--- config.mk ---
export PLATFORM = sky130hd
export DESIGN_NAME = dcsr_top
export DESIGN_NICKNAME = d
export VERILOG_FILES = /design/src/verilog/dcsr_pkg.sv /design/src/verilog/dcsr_fifo.sv /design/src/verilog/dcsr_top.sv
export SDC_FILE = /design/constraint.sdc
export NUM_CORES = 1
export LEC_CHECK = 0
export BUFFER_PORTS_ARGS = -buffer_cell sky130_fd_sc_hd__buf_2
export CORE_UTILIZATION = 36
export CTS_CLUSTER_SIZE = 30
export DETAILED_ROUTE_END_ITERATION = 8
export GPL_TIMING_DRIVEN = 0
export PLACE_DENSITY = 0.63
export SYNTH_ARGS = -nofsm -noshare
export SYNTH_HDL_FRONTEND = slang
export SYNTH_SLANG_ARGS = --single-unit
export TNS_END_PERCENT = 100
--- constraint.sdc ---
create_clock -name i_clk -period 2.9 [get_ports i_clk]
set_input_delay 0.58 -clock i_clk [delete_from_list [all_inputs] [get_ports i_clk]]
set_output_delay 0.58 -clock i_clk [all_outputs]
set_load 0.01 [all_outputs]
--- src/verilog/dcsr_pkg.sv ---
// Constants and types shared by the dual-clock 4-bit shift register block.
// Assumes a single 200 MHz system clock; all pin inputs are asynchronous.
package dcsr_pkg;

   // Register width and stream FIFO depth
   localparam int DCSR_WIDTH = 4;
   localparam int DCSR_FIFO_DEPTH = 16;

   // Pin capture vector layout: {mode, shift clock, load clock, serial, parallel[3:0]}
   localparam int DCSR_PIN_COUNT = 8;
   localparam int DCSR_PIN_PAR_LSB = 0;
   localparam int DCSR_PIN_SERIAL = 4;
   localparam int DCSR_PIN_LOAD_CLK = 5;
   localparam int DCSR_PIN_SHIFT_CLK = 6;
   localparam int DCSR_PIN_MODE = 7;

   // Reset values
   localparam logic [DCSR_WIDTH-1:0] DCSR_REG_RESET = 4'h0;
   localparam logic [DCSR_PIN_COUNT-1:0] DCSR_SYNC_RESET = 8'h00;

   // Effective mode, one-hot
   typedef enum logic [1:0] {
      DCSR_MODE_SHIFT = 2'b01,
      DCSR_MODE_LOAD = 2'b10
   } dcsr_mode_type;

endpackage

--- src/verilog/dcsr_fifo.sv ---
// Small synchronous FIFO with valid/ready on both sides and registered read data.
// Assumes one clock and a synchronous active-high reset; holds DEPTH+1 words.
`timescale 1ns/1ps
module dcsr_fifo #(
   parameter int WIDTH = 4,
   parameter int DEPTH = 16
) (
   input wire logic i_clk,
   input wire logic i_reset,
   input wire logic i_wr_valid,
   output logic o_wr_ready,
   input wire logic [WIDTH-1:0] i_wr_data,
   output logic o_rd_valid,
   input wire logic i_rd_ready,
   output logic [WIDTH-1:0] o_rd_data
);
   localparam int AW = $clog2(DEPTH);

   logic [WIDTH-1:0] mem_q [DEPTH];
   logic [AW-1:0] wptr_q;
   logic [AW-1:0] rptr_q;
   logic [AW:0] count_q;
   logic out_valid_q;
   logic [WIDTH-1:0] out_data_q;
   logic push;
   logic pop;

   // Accept while the array has room; pop into the output stage when it frees
   assign o_wr_ready = (count_q != (AW+1)'(DEPTH));
   assign push = i_wr_valid && o_wr_ready;
   assign pop = (count_q != '0) && (!out_valid_q || i_rd_ready);
   assign o_rd_valid = out_valid_q;
   assign o_rd_data = out_data_q;

   // Storage array
   always_ff @(posedge i_clk) begin
      if (push) begin
         mem_q[wptr_q] <= i_wr_data;
      end
   end

   // Pointers and fill level
   always_ff @(posedge i_clk) begin
      if (i_reset) begin
         wptr_q <= '0;
         rptr_q <= '0;
         count_q <= '0;
      end else begin
         if (push) begin
            wptr_q <= wptr_q + 1'b1;
         end
         if (pop) begin
            rptr_q <= rptr_q + 1'b1;
         end
         count_q <= count_q + (AW+1)'(push) - (AW+1)'(pop);
      end
   end

   // Registered output stage
   always_ff @(posedge i_clk) begin
      if (i_reset) begin
         out_valid_q <= 1'b0;
         out_data_q <= '0;
      end else if (pop) begin
         out_valid_q <= 1'b1;
         out_data_q <= mem_q[rptr_q];
      end else if (i_rd_ready) begin
         out_valid_q <= 1'b0;
      end
   end

endmodule

--- src/verilog/dcsr_top.sv ---
// Dual-clock 4-bit shift register: right shift on the shift clock, parallel
// load on the load clock, the mode select picking which clock counts.
// Assumes all pins are asynchronous to i_clk and that pin pulses last well
// over three i_clk periods; every new register value is offered to a FIFO, which drops it when full.
// Functional notes
// - Mode select low picks shift, high load
// - Update only on falling edge of enabled clock
// - Load falling edge copies parallel inputs
// - Shift falling edge moves serial into bit0 upward
// - Mode changes alone never alter o_reg_out
`timescale 1ns/1ps
module dcsr_top (
   input wire logic i_clk,
   input wire logic i_reset,
   input wire logic i_mode_sel,
   input wire logic i_shift_clock_n,
   input wire logic i_load_clock_n,
   input wire logic i_serial_in,
   input wire logic [dcsr_pkg::DCSR_WIDTH-1:0] i_parallel_in,
   output logic [dcsr_pkg::DCSR_WIDTH-1:0] o_reg_out,
   output logic o_mode_load,
   output logic o_update,
   output logic o_overflow,
   output logic o_stream_valid,
   input wire logic i_stream_ready,
   output logic [dcsr_pkg::DCSR_WIDTH-1:0] o_stream_data
);
   import dcsr_pkg::*;

   logic [DCSR_PIN_COUNT-1:0] pins;
   logic [DCSR_PIN_COUNT-1:0] sync1_q;
   logic [DCSR_PIN_COUNT-1:0] sync2_q;
   logic shift_clk_prev_q;
   logic load_clk_prev_q;
   logic mode_s;
   logic serial_s;
   logic [DCSR_WIDTH-1:0] par_s;
   logic shift_fall;
   logic load_fall;
   dcsr_mode_type mode_eff;
   logic upd;
   logic [DCSR_WIDTH-1:0] reg_q;
   logic [DCSR_WIDTH-1:0] reg_d;
   logic upd_q;
   logic ovf_q;
   logic fifo_ready;

   // Gather all pins into one vector for the synchroniser
   assign pins = {i_mode_sel, i_shift_clock_n, i_load_clock_n, i_serial_in, i_parallel_in};

   // Two-stage synchroniser; only the second stage is read by logic
   always_ff @(posedge i_clk) begin
      if (i_reset) begin
         sync1_q <= DCSR_SYNC_RESET;
         sync2_q <= DCSR_SYNC_RESET;
      end else begin
         sync1_q <= pins;
         sync2_q <= sync1_q;
      end
   end

   // Synchronised views of mode and data, taken from the second stage only
   assign mode_s = sync2_q[DCSR_PIN_MODE];
   assign serial_s = sync2_q[DCSR_PIN_SERIAL];
   assign par_s = sync2_q[DCSR_PIN_PAR_LSB +: DCSR_WIDTH];

   // Previous clock levels; reset low so release never fakes an edge
   always_ff @(posedge i_clk) begin
      if (i_reset) begin
         shift_clk_prev_q <= 1'b0;
         load_clk_prev_q <= 1'b0;
      end else begin
         shift_clk_prev_q <= sync2_q[DCSR_PIN_SHIFT_CLK];
         load_clk_prev_q <= sync2_q[DCSR_PIN_LOAD_CLK];
      end
   end

   // High-to-low detection only; rising edges produce nothing
   assign shift_fall = shift_clk_prev_q && !sync2_q[DCSR_PIN_SHIFT_CLK];
   assign load_fall = load_clk_prev_q && !sync2_q[DCSR_PIN_LOAD_CLK];

   // Effective mode follows the synchronised select level
   assign mode_eff = mode_s ? DCSR_MODE_LOAD : DCSR_MODE_SHIFT;

   // Next register value per mode; the unselected clock is ignored
   always_comb begin
      reg_d = reg_q;
      upd = 1'b0;
      case (mode_eff)
         DCSR_MODE_SHIFT: begin
            if (shift_fall) begin
               upd = 1'b1;
               reg_d = {reg_q[DCSR_WIDTH-2:0], serial_s};
            end
         end
         DCSR_MODE_LOAD: begin
            if (load_fall) begin
               upd = 1'b1;
               reg_d = par_s;
            end
         end
         default: begin
            upd = 1'b0;
            reg_d = reg_q;
         end
      endcase
   end

   // The register itself; a mode change alone leaves it untouched
   always_ff @(posedge i_clk) begin
      if (i_reset) begin
         reg_q <= DCSR_REG_RESET;
      end else if (upd) begin
         reg_q <= reg_d;
      end
   end

   // Update and overflow pulses, raised in the same cycle the register shows its new value
   always_ff @(posedge i_clk) begin
      if (i_reset) begin
         upd_q <= 1'b0;
         ovf_q <= 1'b0;
      end else begin
         upd_q <= upd;
         ovf_q <= upd && !fifo_ready;
      end
   end

   // Outputs straight from registers
   assign o_reg_out = reg_q;
   assign o_mode_load = mode_s;
   assign o_update = upd_q;
   assign o_overflow = ovf_q;

   // Every new value is pushed; a full queue drops it and flags overflow
   dcsr_fifo #(
      .WIDTH(DCSR_WIDTH),
      .DEPTH(DCSR_FIFO_DEPTH)
   ) u_fifo (
      .i_clk(i_clk),
      .i_reset(i_reset),
      .i_wr_valid(upd),
      .o_wr_ready(fifo_ready),
      .i_wr_data(reg_d),
      .o_rd_valid(o_stream_valid),
      .i_rd_ready(i_stream_ready),
      .o_rd_data(o_stream_data)
   );
endmodule
# --- Word level (Yosys, flattened, before mapping) ---
# Memories as Yosys holds them, arrays and structs flattened. A register that Yosys moved wholly into a read port is not among the register bits.
# Cells that the tools add are included.
totals:
  n_memories: 1
  regBits: 38
  mem_bits_rw: 64
mem_list:
  columns: ["name", "words", "width", "rd", "rd_clocked_by_memory_dff", "write_ports", "line", "text"]
  rows:
  - ["u_fifo.mem_q", 16, 4, 1, 1, 1, "dcsr_fifo.sv:19", "logic [WIDTH-1:0] mem_q [DEPTH];"]
classes:
  n_eq_ne: 3
  n_reduce_logical: 12
  muxes: 11
  addsub: 4
ops:
  columns: ["cell", "count"]
  rows:
  - ["$add 4x1->4 const B", 2]
  - ["$mux 4", 2]
  - ["$pmux 4 s2", 1]
  - ["$mux 1", 6]
  - ["$add 5x1->5", 1]
  - ["$logic_and 1x1->1", 5]
  - ["$ne 5x5->1 const B", 1]
  - ["$reduce_bool 5->1", 1]
  - ["$sub 5x1->5", 1]
  - ["$logic_not 1->1", 4]
  - ["$eq 2x1->1 const B", 1]
  - ["$eq 2x2->1 const B", 1]
  - ["$mux 2", 1]
  - ["$pmux 1 s2", 1]
  - ["$reduce_bool 2->1", 1]
  - ["$logic_or 1x1->1", 1]

# --- Longest topological paths before layout ---
# Gate-level depths: netlist of run 1.
depth:
  word_depth: 7
  mapped_depth: 13

# --- By module ---
# A second synthesis of run 1 with hierarchy kept.
unflattened:
  hier_cells: 277
  hier_area_um2: 4172.8
modules_own_cells:
  columns: ["mod", "instances", "area_per_inst_um2", "cells_per_inst"]
  rows:
  - ["dcsr_fifo", 1, 3405.8, 209]
  - ["dcsr_top", 1, 767.0, 68]

# --- Least setup slack after synthesis of run 1 ---
# OpenSTA, ideal clock, no wires.
synth_timing:
  path_kind: "reg-to-reg"
  start: "reg u_fifo.count_q[3]"
  end: "reg u_fifo.count_q[4]"
  period_less_slack_ps: 3003
  path_buffers: 1
  arrival_ps: 2933
  path_stages_with_launch: 14
  setup_time_ps: 71
  slack_ps: -103
  required_time_ps: 2829
  cell_sequence: "dfxtp_1 inv_1 ha_1 or4b_1 and2_1 clkbuf_1 ha_1 inv_1 ha_1 fa_1 a21oi_1 nor2_1 or3_1 a21oi_1"
synth_between:
  word_cells_on_any_way: 6
  classes_between: "2 x add/sub; 1 x eq/ne; 3 x reduce/logical"
synth_rtl:
  columns: ["item", "line", "text"]
  rows:
  - ["start: declaration", "dcsr_fifo.sv:22", "logic [AW:0] count_q;"]
  - ["start signal: assignment", "dcsr_fifo.sv:55", "count_q <= count_q + (AW+1)'(push) - (AW+1)'(pop);"]
  - ["$reduce_bool 5->1", "dcsr_fifo.sv:31", "assign pop = (count_q != '0) && (!out_valid_q || i_rd_ready);"]
  - ["$logic_and 1x1->1", "dcsr_fifo.sv:31", null]
  - ["via u_fifo.pop", "dcsr_fifo.sv:26", "logic pop;"]
  - ["$sub 5x1->5", "dcsr_fifo.sv:55", null]
# The timed path passes the listed nets, and every way through them passes these cells.
# A chain may end at the register's enable or synchronous reset.

# --- Final worst setup path of run 1 ---
layout_timing:
  start: "reg u_fifo.count_q[3]"
  end: "reg u_fifo.count_q[4]"
layout_between:
  elab_chain_len: 4
  word_cells_on_any_way: 6
  classes_between: "2 x add/sub; 1 x eq/ne; 3 x reduce/logical"
layout_lines:
  columns: ["item", "line", "text"]
  rows:
  - ["$ne 5x5->1", "dcsr_fifo.sv:29", "assign o_wr_ready = (count_q != (AW+1)'(DEPTH));"]
  - ["$logic_and 1x1->1", "dcsr_fifo.sv:30", "assign push = i_wr_valid && o_wr_ready;"]
  - ["$add 5x1->5", "dcsr_fifo.sv:55", null]
  - ["$sub 5x1->5 *", "dcsr_fifo.sv:55", null]
# Mark *: on every way between the ends. The rest lies on a longest branch, timed or not.

==> results summary, run 1 <==
The routed length on met2 is 3.59 mm. The number of diodes added for antenna fixing came out at 0. Of the total synthesized cell area, the portion taken by full adders, half adders and majority gates is 0.0383. The worst setup path is launched from a flip-flop. The number of global-route vias before repair is 2198.

The proportion of register bits with asynchronous set or reset after synthesis came out at 0. The required time of the critical path is 3.17 ns. The post-route met1 wirelength is 3.38 mm. The power share of the clock group came out at 0.304. The static leakage came out at 1.73 nW. The wire length of the first global-routing pass came out at 11.6 mm. The I/O pin count came out at 23. Dividing total power by cell area gives a power density of 836 nW/um^2. The total length of routed met3 wires is 251 microns. The final clock period utilization by the worst path is 0.968.

The clock input transition at the sequential cells of the worst setup and hold paths came out at 0.07 ns. The largest net degree at the start of global routing came out at 19. The overall die area came out at 11900 sq um. The final critical path time including I/O delays and setup is 2.81 ns. The overall overflow remaining after global route came out at 0. A synthesized cell averages 15.1 sq um. The cell-internal power came out at 2.93 mW. The number of placement rows is 38.

By area the synthesized netlist is led by edfxtp_1, dfxtp_1, mux4_2. The total detailed-routing wirelength came out at 7.31 mm. The estimated wirelength of the detail-placed design came out at 4.96 mm. The relative area change from synthesis to final layout is 17.0%. Clock skew on the completed layout was measured at 0.0105 ns. Synthesis handed over a netlist of 272 instances. The initial antenna violation count is 0. The total negative slack is 0 ns. The total CTS buffers is 9.

The detailed router's first-iteration violation count is 183. The initial cell density of the core came out at 0.374. The number of nets at the end of the flow is 336.

The sequential group share of total power is 0.434. The first TritonRoute pass finished after 4 iterations. The maximum frequency from static timing analysis came out at 0.356 GHz. The clock latency at the later pin of the worst-skew pair is 0.35 ns. The detailed router used layers up to and including met4.

Along the worst hold path, the cell count comes to 1. The root buffer cell chosen for the clock tree is clkbuf_16. The peak fanout along the critical path came out at 2.

In the final routed layout, each cell accounts on average for 16.0 microns. In the synthesized netlist the dominant register cell turns out to be edfxtp_1. The finished cells cover 4810 sq um.

The die height came out at 109 microns. The worst setup margin came out at 0.0914 ns. The proportion of synthesized area in mux cells came out at 0.124.

The total clock sinks is 106. The most common cell in the netlist is edfxtp_1. The design draws 4.02 mW. TritonCTS built the clock tree. The yosys synthesis warning count is 0. Headroom to the max-slew limit came out at 0.247. Using the TritonRoute via totals, the vias-per-cell ratio works out to 4.76. The count of port buffers added during placement came out at 22.

The register area share after synthesis came out at 0.672. The area fraction in compound gates after synthesis is 0.0213. Summing every instance area after synthesis gives 4110 sq um. The post-synthesis xor/xnor area fraction came out at 0.0192.

The final hold violation count came out at 0. The actual transition at the worst max-transition pin is 1.13 ns. Data arrives at the worst endpoint at 3.07 ns. The overall global routing resource usage came out at 0.138. In this run, post-CTS hold repair placed 0 buffers. The leading area contributor after synthesis is edfxtp_1.

The path type of the worst setup path is flip-flop to flip-flop. In the final layout, the share of cells above drive strength 1 is 0.264. After synthesis, the largest family of logic cells by area is multiplexers.

The final max-slew violation count came to 0. The count of max-cap constraint violations is 0. Counting the fill cells in the layout gives 964. The maximum number of buffers from clock root to sink came out at 2. Of the total power, the share spent switching nets is 0.270. The setup-violating endpoint count in the final report is 0. Summed over all nets, the switching power comes to 1.08 mW. In this run the cell area measured after placement is 4410 sq um. The fraction of power consumed by combinational cells is 0.262. Of the total synthesized cell area, the portion taken by AND, OR, NAND and NOR gates is 0.0998. The routed via count came out at 2179. Yosys mapped the design onto 33 distinct sky130hd cell types.

The number of design rule violations left after detail routing came out at 0. The number of enable flip-flop cells after synthesis came out at 64. The number of cells on the worst reg-to-reg path is 12. In the synthesized netlist, the cells that appear most often are edfxtp_1, dfxtp_1, nor2_1. The worst supply voltage drop on vdd came out at 492 uV. Synthesis produced a netlist with a net count of 295.

The run finished with clean final reports. The final weighted congestion in routability-driven placement came out at 0.716. STA classifies the critical path endpoint as a flip-flop. The antenna violation net count after detailed routing came out at 0. The die width is 109 microns. The hold slack came out at 0.437 ns. The H-tree depth reported by CTS came out at 3. The min-delay analysis places its worst path in the category flip-flop to flip-flop. The share of the synthesized area in the top cell type came out at 0.467. The synthesized design contains 106 register bits. In this run the standard cell core region covers 11000 sq um. The post-placement setup slack came out at -0.185 ns.
[cell usage in the layout, fill, tap and decap left out, types with 9 or more instances in the layout]
cell	instances
mux4_2	20
clkbuf_16	10
edfxtp_1	64
buf_4	9
buf_2	24
nor2_1	34
nor2b_1	20
dfxtp_1	40
[area by class of cell]
cell class	instances	area, sq um	area share
buffer	12	62.6	0.0130
inverter	10	37.5	0.00781
clock buffer	11	264	0.0549
timing repair buffer	31	178	0.0370
sequential	106	2770	0.575
clock inverter	5	38.8	0.00807
multi-input combinational	143	1290	0.268
tap	140	175	0.0364
[state kept, by name, indices dropped and copies added (netlist names)]
name	flops
u_fifo.wptr_q	4
sync2_q	8
u_fifo.mem_q	64
load_clk_prev_q	1
u_fifo.o_rd_data	4
shift_clk_prev_q	1
u_fifo.rptr_q	4
u_fifo.count_q	5
o_overflow	1
o_update	1
o_reg_out	4
sync1_q	8
u_fifo.o_rd_valid	1
[final timing paths]
kind	from	end	slack (ns)
setup / recovery	u_fifo.count_q[3]	u_fifo.count_q[4]	0.09
hold / removal	sync1_q[7]	sync2_q[7]	0.44
setup reg to reg	u_fifo.count_q[3]	u_fifo.count_q[4]	0.09
hold reg to reg	sync1_q[7]	sync2_q[7]	0.44
[repair_timing]
item	4_1_cts	5_1_grt
endpoints found under the setup margin	1	1
buffers inserted	6	3
gates resized for setup	10	2
pin swaps	4	6
[logic make-up (layout without fill, tap and decap cells)]
kind of cell / count (synthesis) / after routing
simple gates: 82 / 82
flops: 106 / 106
xor+xnor: 9 / 9
buf+inv: 23 / 69
mux: 26 / 26
compound gates: 14 / 14
fa+ha+maj: 12 / 12
[worst max-delay path, stage by stage (launching register included)]
cell     delay [ns]
dfxtp_2        0.32
inv_2          0.08
ha_4           0.13
or4b_4         0.48
and2_4         0.18
ha_4           0.25
inv_1          0.04
ha_2           0.18
fa_2           0.36
a21oi_2        0.16
nor2_2         0.05
or3_1          0.36
a21oi_1        0.13
[stage by stage]
step | utilization | std cells
after global routing | 0.438 | 458
after global placement | 0.401 | 434
after floorplan | - | 272
final | 0.438 | 458
after CTS | 0.436 | 456
after detailed placement | 0.401 | 434
[layer usage]
metal,up-vias,global-route usage
met5,-,0
met4,0,0.0463
met3,6,0.0526
met2,45,0.228
met1,1059,0.165
li1,1069,-
[power groups by stage]
stage	clock network (mW)	logic, mW	registers, mW
2_1_floorplan	0	0.709	1.78
3_3_place_gp	0	0.905	1.77
3_5_place_dp	0	0.918	1.77
4_1_cts	1.24	1.03	1.74
5_1_grt	1.31	1.18	1.76
6_report	1.22	1.05	1.74
Power figures use the tool's default switching activity.
==> run 2, diff against run 1 <==
CORE_UTILIZATION = 44   (was 36)
PLACE_DENSITY = 0.72   (was 0.63)
==> results summary, run 2 (same netlist as run 1, synthesis figures left out) <==
The cell-internal power is 2.63 mW (-10%). The worst setup path is captured at a flip-flop. The run finished with clean final reports. The element type at the critical path start is a flip-flop.

The number of placement rows is 34 (-11%). The overall overflow remaining after global route came out at 0 (unchanged). The library cells used most frequently in the layout, excluding fill and tap cells, are edfxtp_1, dfxtp_1, nor2_1, buf_2. By startpoint and endpoint, the worst setup path is classified as flip-flop to flip-flop. The wire length of the first global-routing pass is 11.5 mm (-0.90%).

The clock input transition at the sequential cells of the worst setup and hold paths is 0.11 ns (+0.04 ns). The share of layout cells above drive strength 1 was 0.274 (+0.00943). The placeable core region is 8890 sq um (-19%).

The peak-usage layer in the global routing report is met2. The root buffer cell chosen for the clock tree is clkbuf_8. The total negative slack came out at 0 ns (unchanged). The maximum frequency from static timing analysis is 0.356 GHz (about the same). The initial cell density of the core was 0.462 (+0.0881). The total power draw came out at 3.71 mW (-7.8%). The maximum number of buffers from clock root to sink is 2 (unchanged). The antenna violation net count after detailed routing is 0 (unchanged). The areal power density over the cells is 793 nW/um^2 (-5.1%).

TritonCTS built the clock tree. The final hold violation count was 0 (unchanged). The met3 track demand over resource in global routing came to 0.0362 (-0.0164).

The final critical path time including I/O delays and setup is 2.81 ns (-0.000239 ns). The final clock period utilization by the worst path came out at 0.968 (about the same). The overall global routing resource usage came out at 0.161 (+0.0225). The total detailed-routing wirelength came out at 7.17 mm (-2.0%).

The largest net degree at the start of global routing is 21 (+2). The number of detailed-route iterations in the first pass is 4 (unchanged). The required time of the critical path is 3.21 ns (+0.04 ns).

The via density per instance came out at 5.16 (+8.5%). The I/O pin count is 23 (unchanged). The depth of the worst register-to-register path is 12 (unchanged).

The source of the critical timing path is u_fifo.count_q[3]. The post-placement setup slack is -0.176 ns (+0.00856 ns). The routed via count came out at 2199 (+0.92%). The final max-slew violation count came to 0 (unchanged). The critical path ends at u_fifo.count_q[4]. The fraction of power consumed by combinational cells is 0.296 (+0.034).

The count of hold buffers inserted by post-cts repair came out at 0 (unchanged). The worst setup margin came out at 0.0917 ns (+0.000239 ns). The die height came out at 98.7 microns (-9.4%). The arrival time of data at the critical path endpoint is 3.11 ns (+0.04 ns). The setup slack of the most critical reg-to-reg path was 0.09 ns (about the same). The overall die area is 9730 sq um (-18%).

The tightest min-delay check is of the input port to flip-flop type. The total clock sinks came out at 106 (unchanged). The number of design rule violations left after detail routing came to 0 (unchanged). The number of diodes added for antenna fixing is 0 (unchanged). The estimated wirelength of the detail-placed design is 4.91 mm (-0.99%). The commonest non-fill, non-tap cell in the layout is edfxtp_1. The post-layout utilization of the core came out at 0.525 (+0.0875). The met1 capacity usage during global routing is 0.207 (+0.0419). The filler cell count is 746 (-23%).

The area used by multi-input combinational logic came out at 1300 sq um (+1.2%). The count of port buffers added during placement was 22 (unchanged). Ranked by flip-flop count, first place goes to u_fifo.mem_q. The net switching power figure is 1.08 mW (-0.70%). The initial antenna violation count is 0 (unchanged). The largest registers in the layout are u_fifo.mem_q (64), sync1_q (8), sync2_q (8).

The flip-flop count of the largest register, all copies and words added was 64 (unchanged). The die width was 98.7 microns (-9.4%). The clock latency at the later pin of the worst-skew pair came out at 0.37 ns (+0.02 ns). The setup-violating endpoint count in the final report was 0 (unchanged).

The detailed router's first-iteration violation count came out at 52 (-72%). The worst supply voltage drop on vdd came out at 275 uV (-44%). The relative area change from synthesis to final layout came out at 13.6%. The number of nets at the end of the flow came out at 336 (unchanged).

The worst register-to-register path ends at u_fifo.count_q[4]. The count of max-cap constraint violations came out at 0 (unchanged). The final weighted congestion in routability-driven placement is 0.725 (+1.4%). The storage element area was 2770 sq um (unchanged). The total CTS buffers came to 9 (unchanged). The peak fanout along the critical path came out at 2 (unchanged). The static leakage came out at 1.68 nW (-3.0%).

The switching portion of total power is 0.291 (+0.0207). The H-tree depth reported by CTS is 3 (unchanged). The number of global-route vias before repair was 2214 (+0.73%).

The global routing met2 resource utilization came to 0.269 (+0.0405). The sequential group share of total power was 0.473 (+0.039). The headroom to the max-slew limit is 0.215 (-0.0316).

The post-detailed-route wirelength per cell came out at 16.8 microns (+5.4%). The actual transition at the worst max-transition pin is 1.17 ns (+0.0472 ns). The post-route clock skew is 0.0136 ns (+0.00308 ns). The power share of the clock group is 0.232 (-0.072). The worst register-to-register path begins at u_fifo.count_q[3].
==> run 2: cell types whose count changed in the layout (fill, tap and decap cells not counted), sizes merged <==
| cell | before | now |
|---|---|---|
| clkinv | 1 | 2 |
| clkbuf | 18 | 16 |
| inv | 14 | 15 |
==> run 2: through the flow <==
stage,hold WS [ns],cells,area [sq um]
2_1_floorplan,0.414,272,4120
3_3_place_gp,0.419,402,4370
3_5_place_dp,0.422,402,4370
4_1_cts,0.395,424,4620
5_1_grt,0.394,426,4670
6_report,0.416,426,4670
==> run 2: power groups by stage <==
stage          combinational (mW)  clock, mW  sequential (mW)
2_1_floorplan               0.709          0             1.78
3_3_place_gp                0.895          0             1.77
3_5_place_dp                0.913          0             1.77
4_1_cts                      1.01      0.886             1.74
5_1_grt                      1.23      0.945             1.76
6_report                     1.10      0.859             1.75
==> run 2: layer usage <==
metal / vias to the layer above / wire [microns]
met3: 4 / 200
met4: 0 / 57
li1: 1068 / -
met2: 37 / 3780
met1: 1090 / 3130
met5: - / 0
==> run 2: worst min-delay path by stage <==
stage,depth (start not counted),to,from,slack (ns)
2_1_floorplan,1,sync2_q[0],sync1_q[0],0.41
3_3_place_gp,1,sync2_q[7],sync1_q[7],0.42
3_5_place_dp,1,sync2_q[0],sync1_q[0],0.42
4_1_cts,2,o_update,i_reset,0.40
5_1_grt,2,sync1_q[2],i_parallel_in[2],0.39
6_report,2,sync1_q[1],i_parallel_in[1],0.42
==> run 2: cell type report <==
type                    instances  area share
flip-flops and latches        106       0.592
multi-input cells             143       0.279
repair buffers                 31      0.0380
well taps                     108      0.0289
clock buffers                   9      0.0265
clock inverters                 7      0.0142
plain buffers                  12      0.0134
inverters                      10     0.00804
==> run 2: critical path: stages (launching register included) <==
cell,delay [ns]
dfxtp_2,0.35
inv_2,0.08
ha_4,0.14
or4b_4,0.46
and2_4,0.18
ha_4,0.26
inv_1,0.03
ha_2,0.18
fa_2,0.36
a21oi_2,0.14
nor2_2,0.06
or3_4,0.38
a21oi_2,0.13
==> run 2: timing repair <==
action,in CTS,in global routing
pin swaps,2,6
setup buffers,6,3
gates resized for setup,9,6
endpoints found under the setup margin,1,1
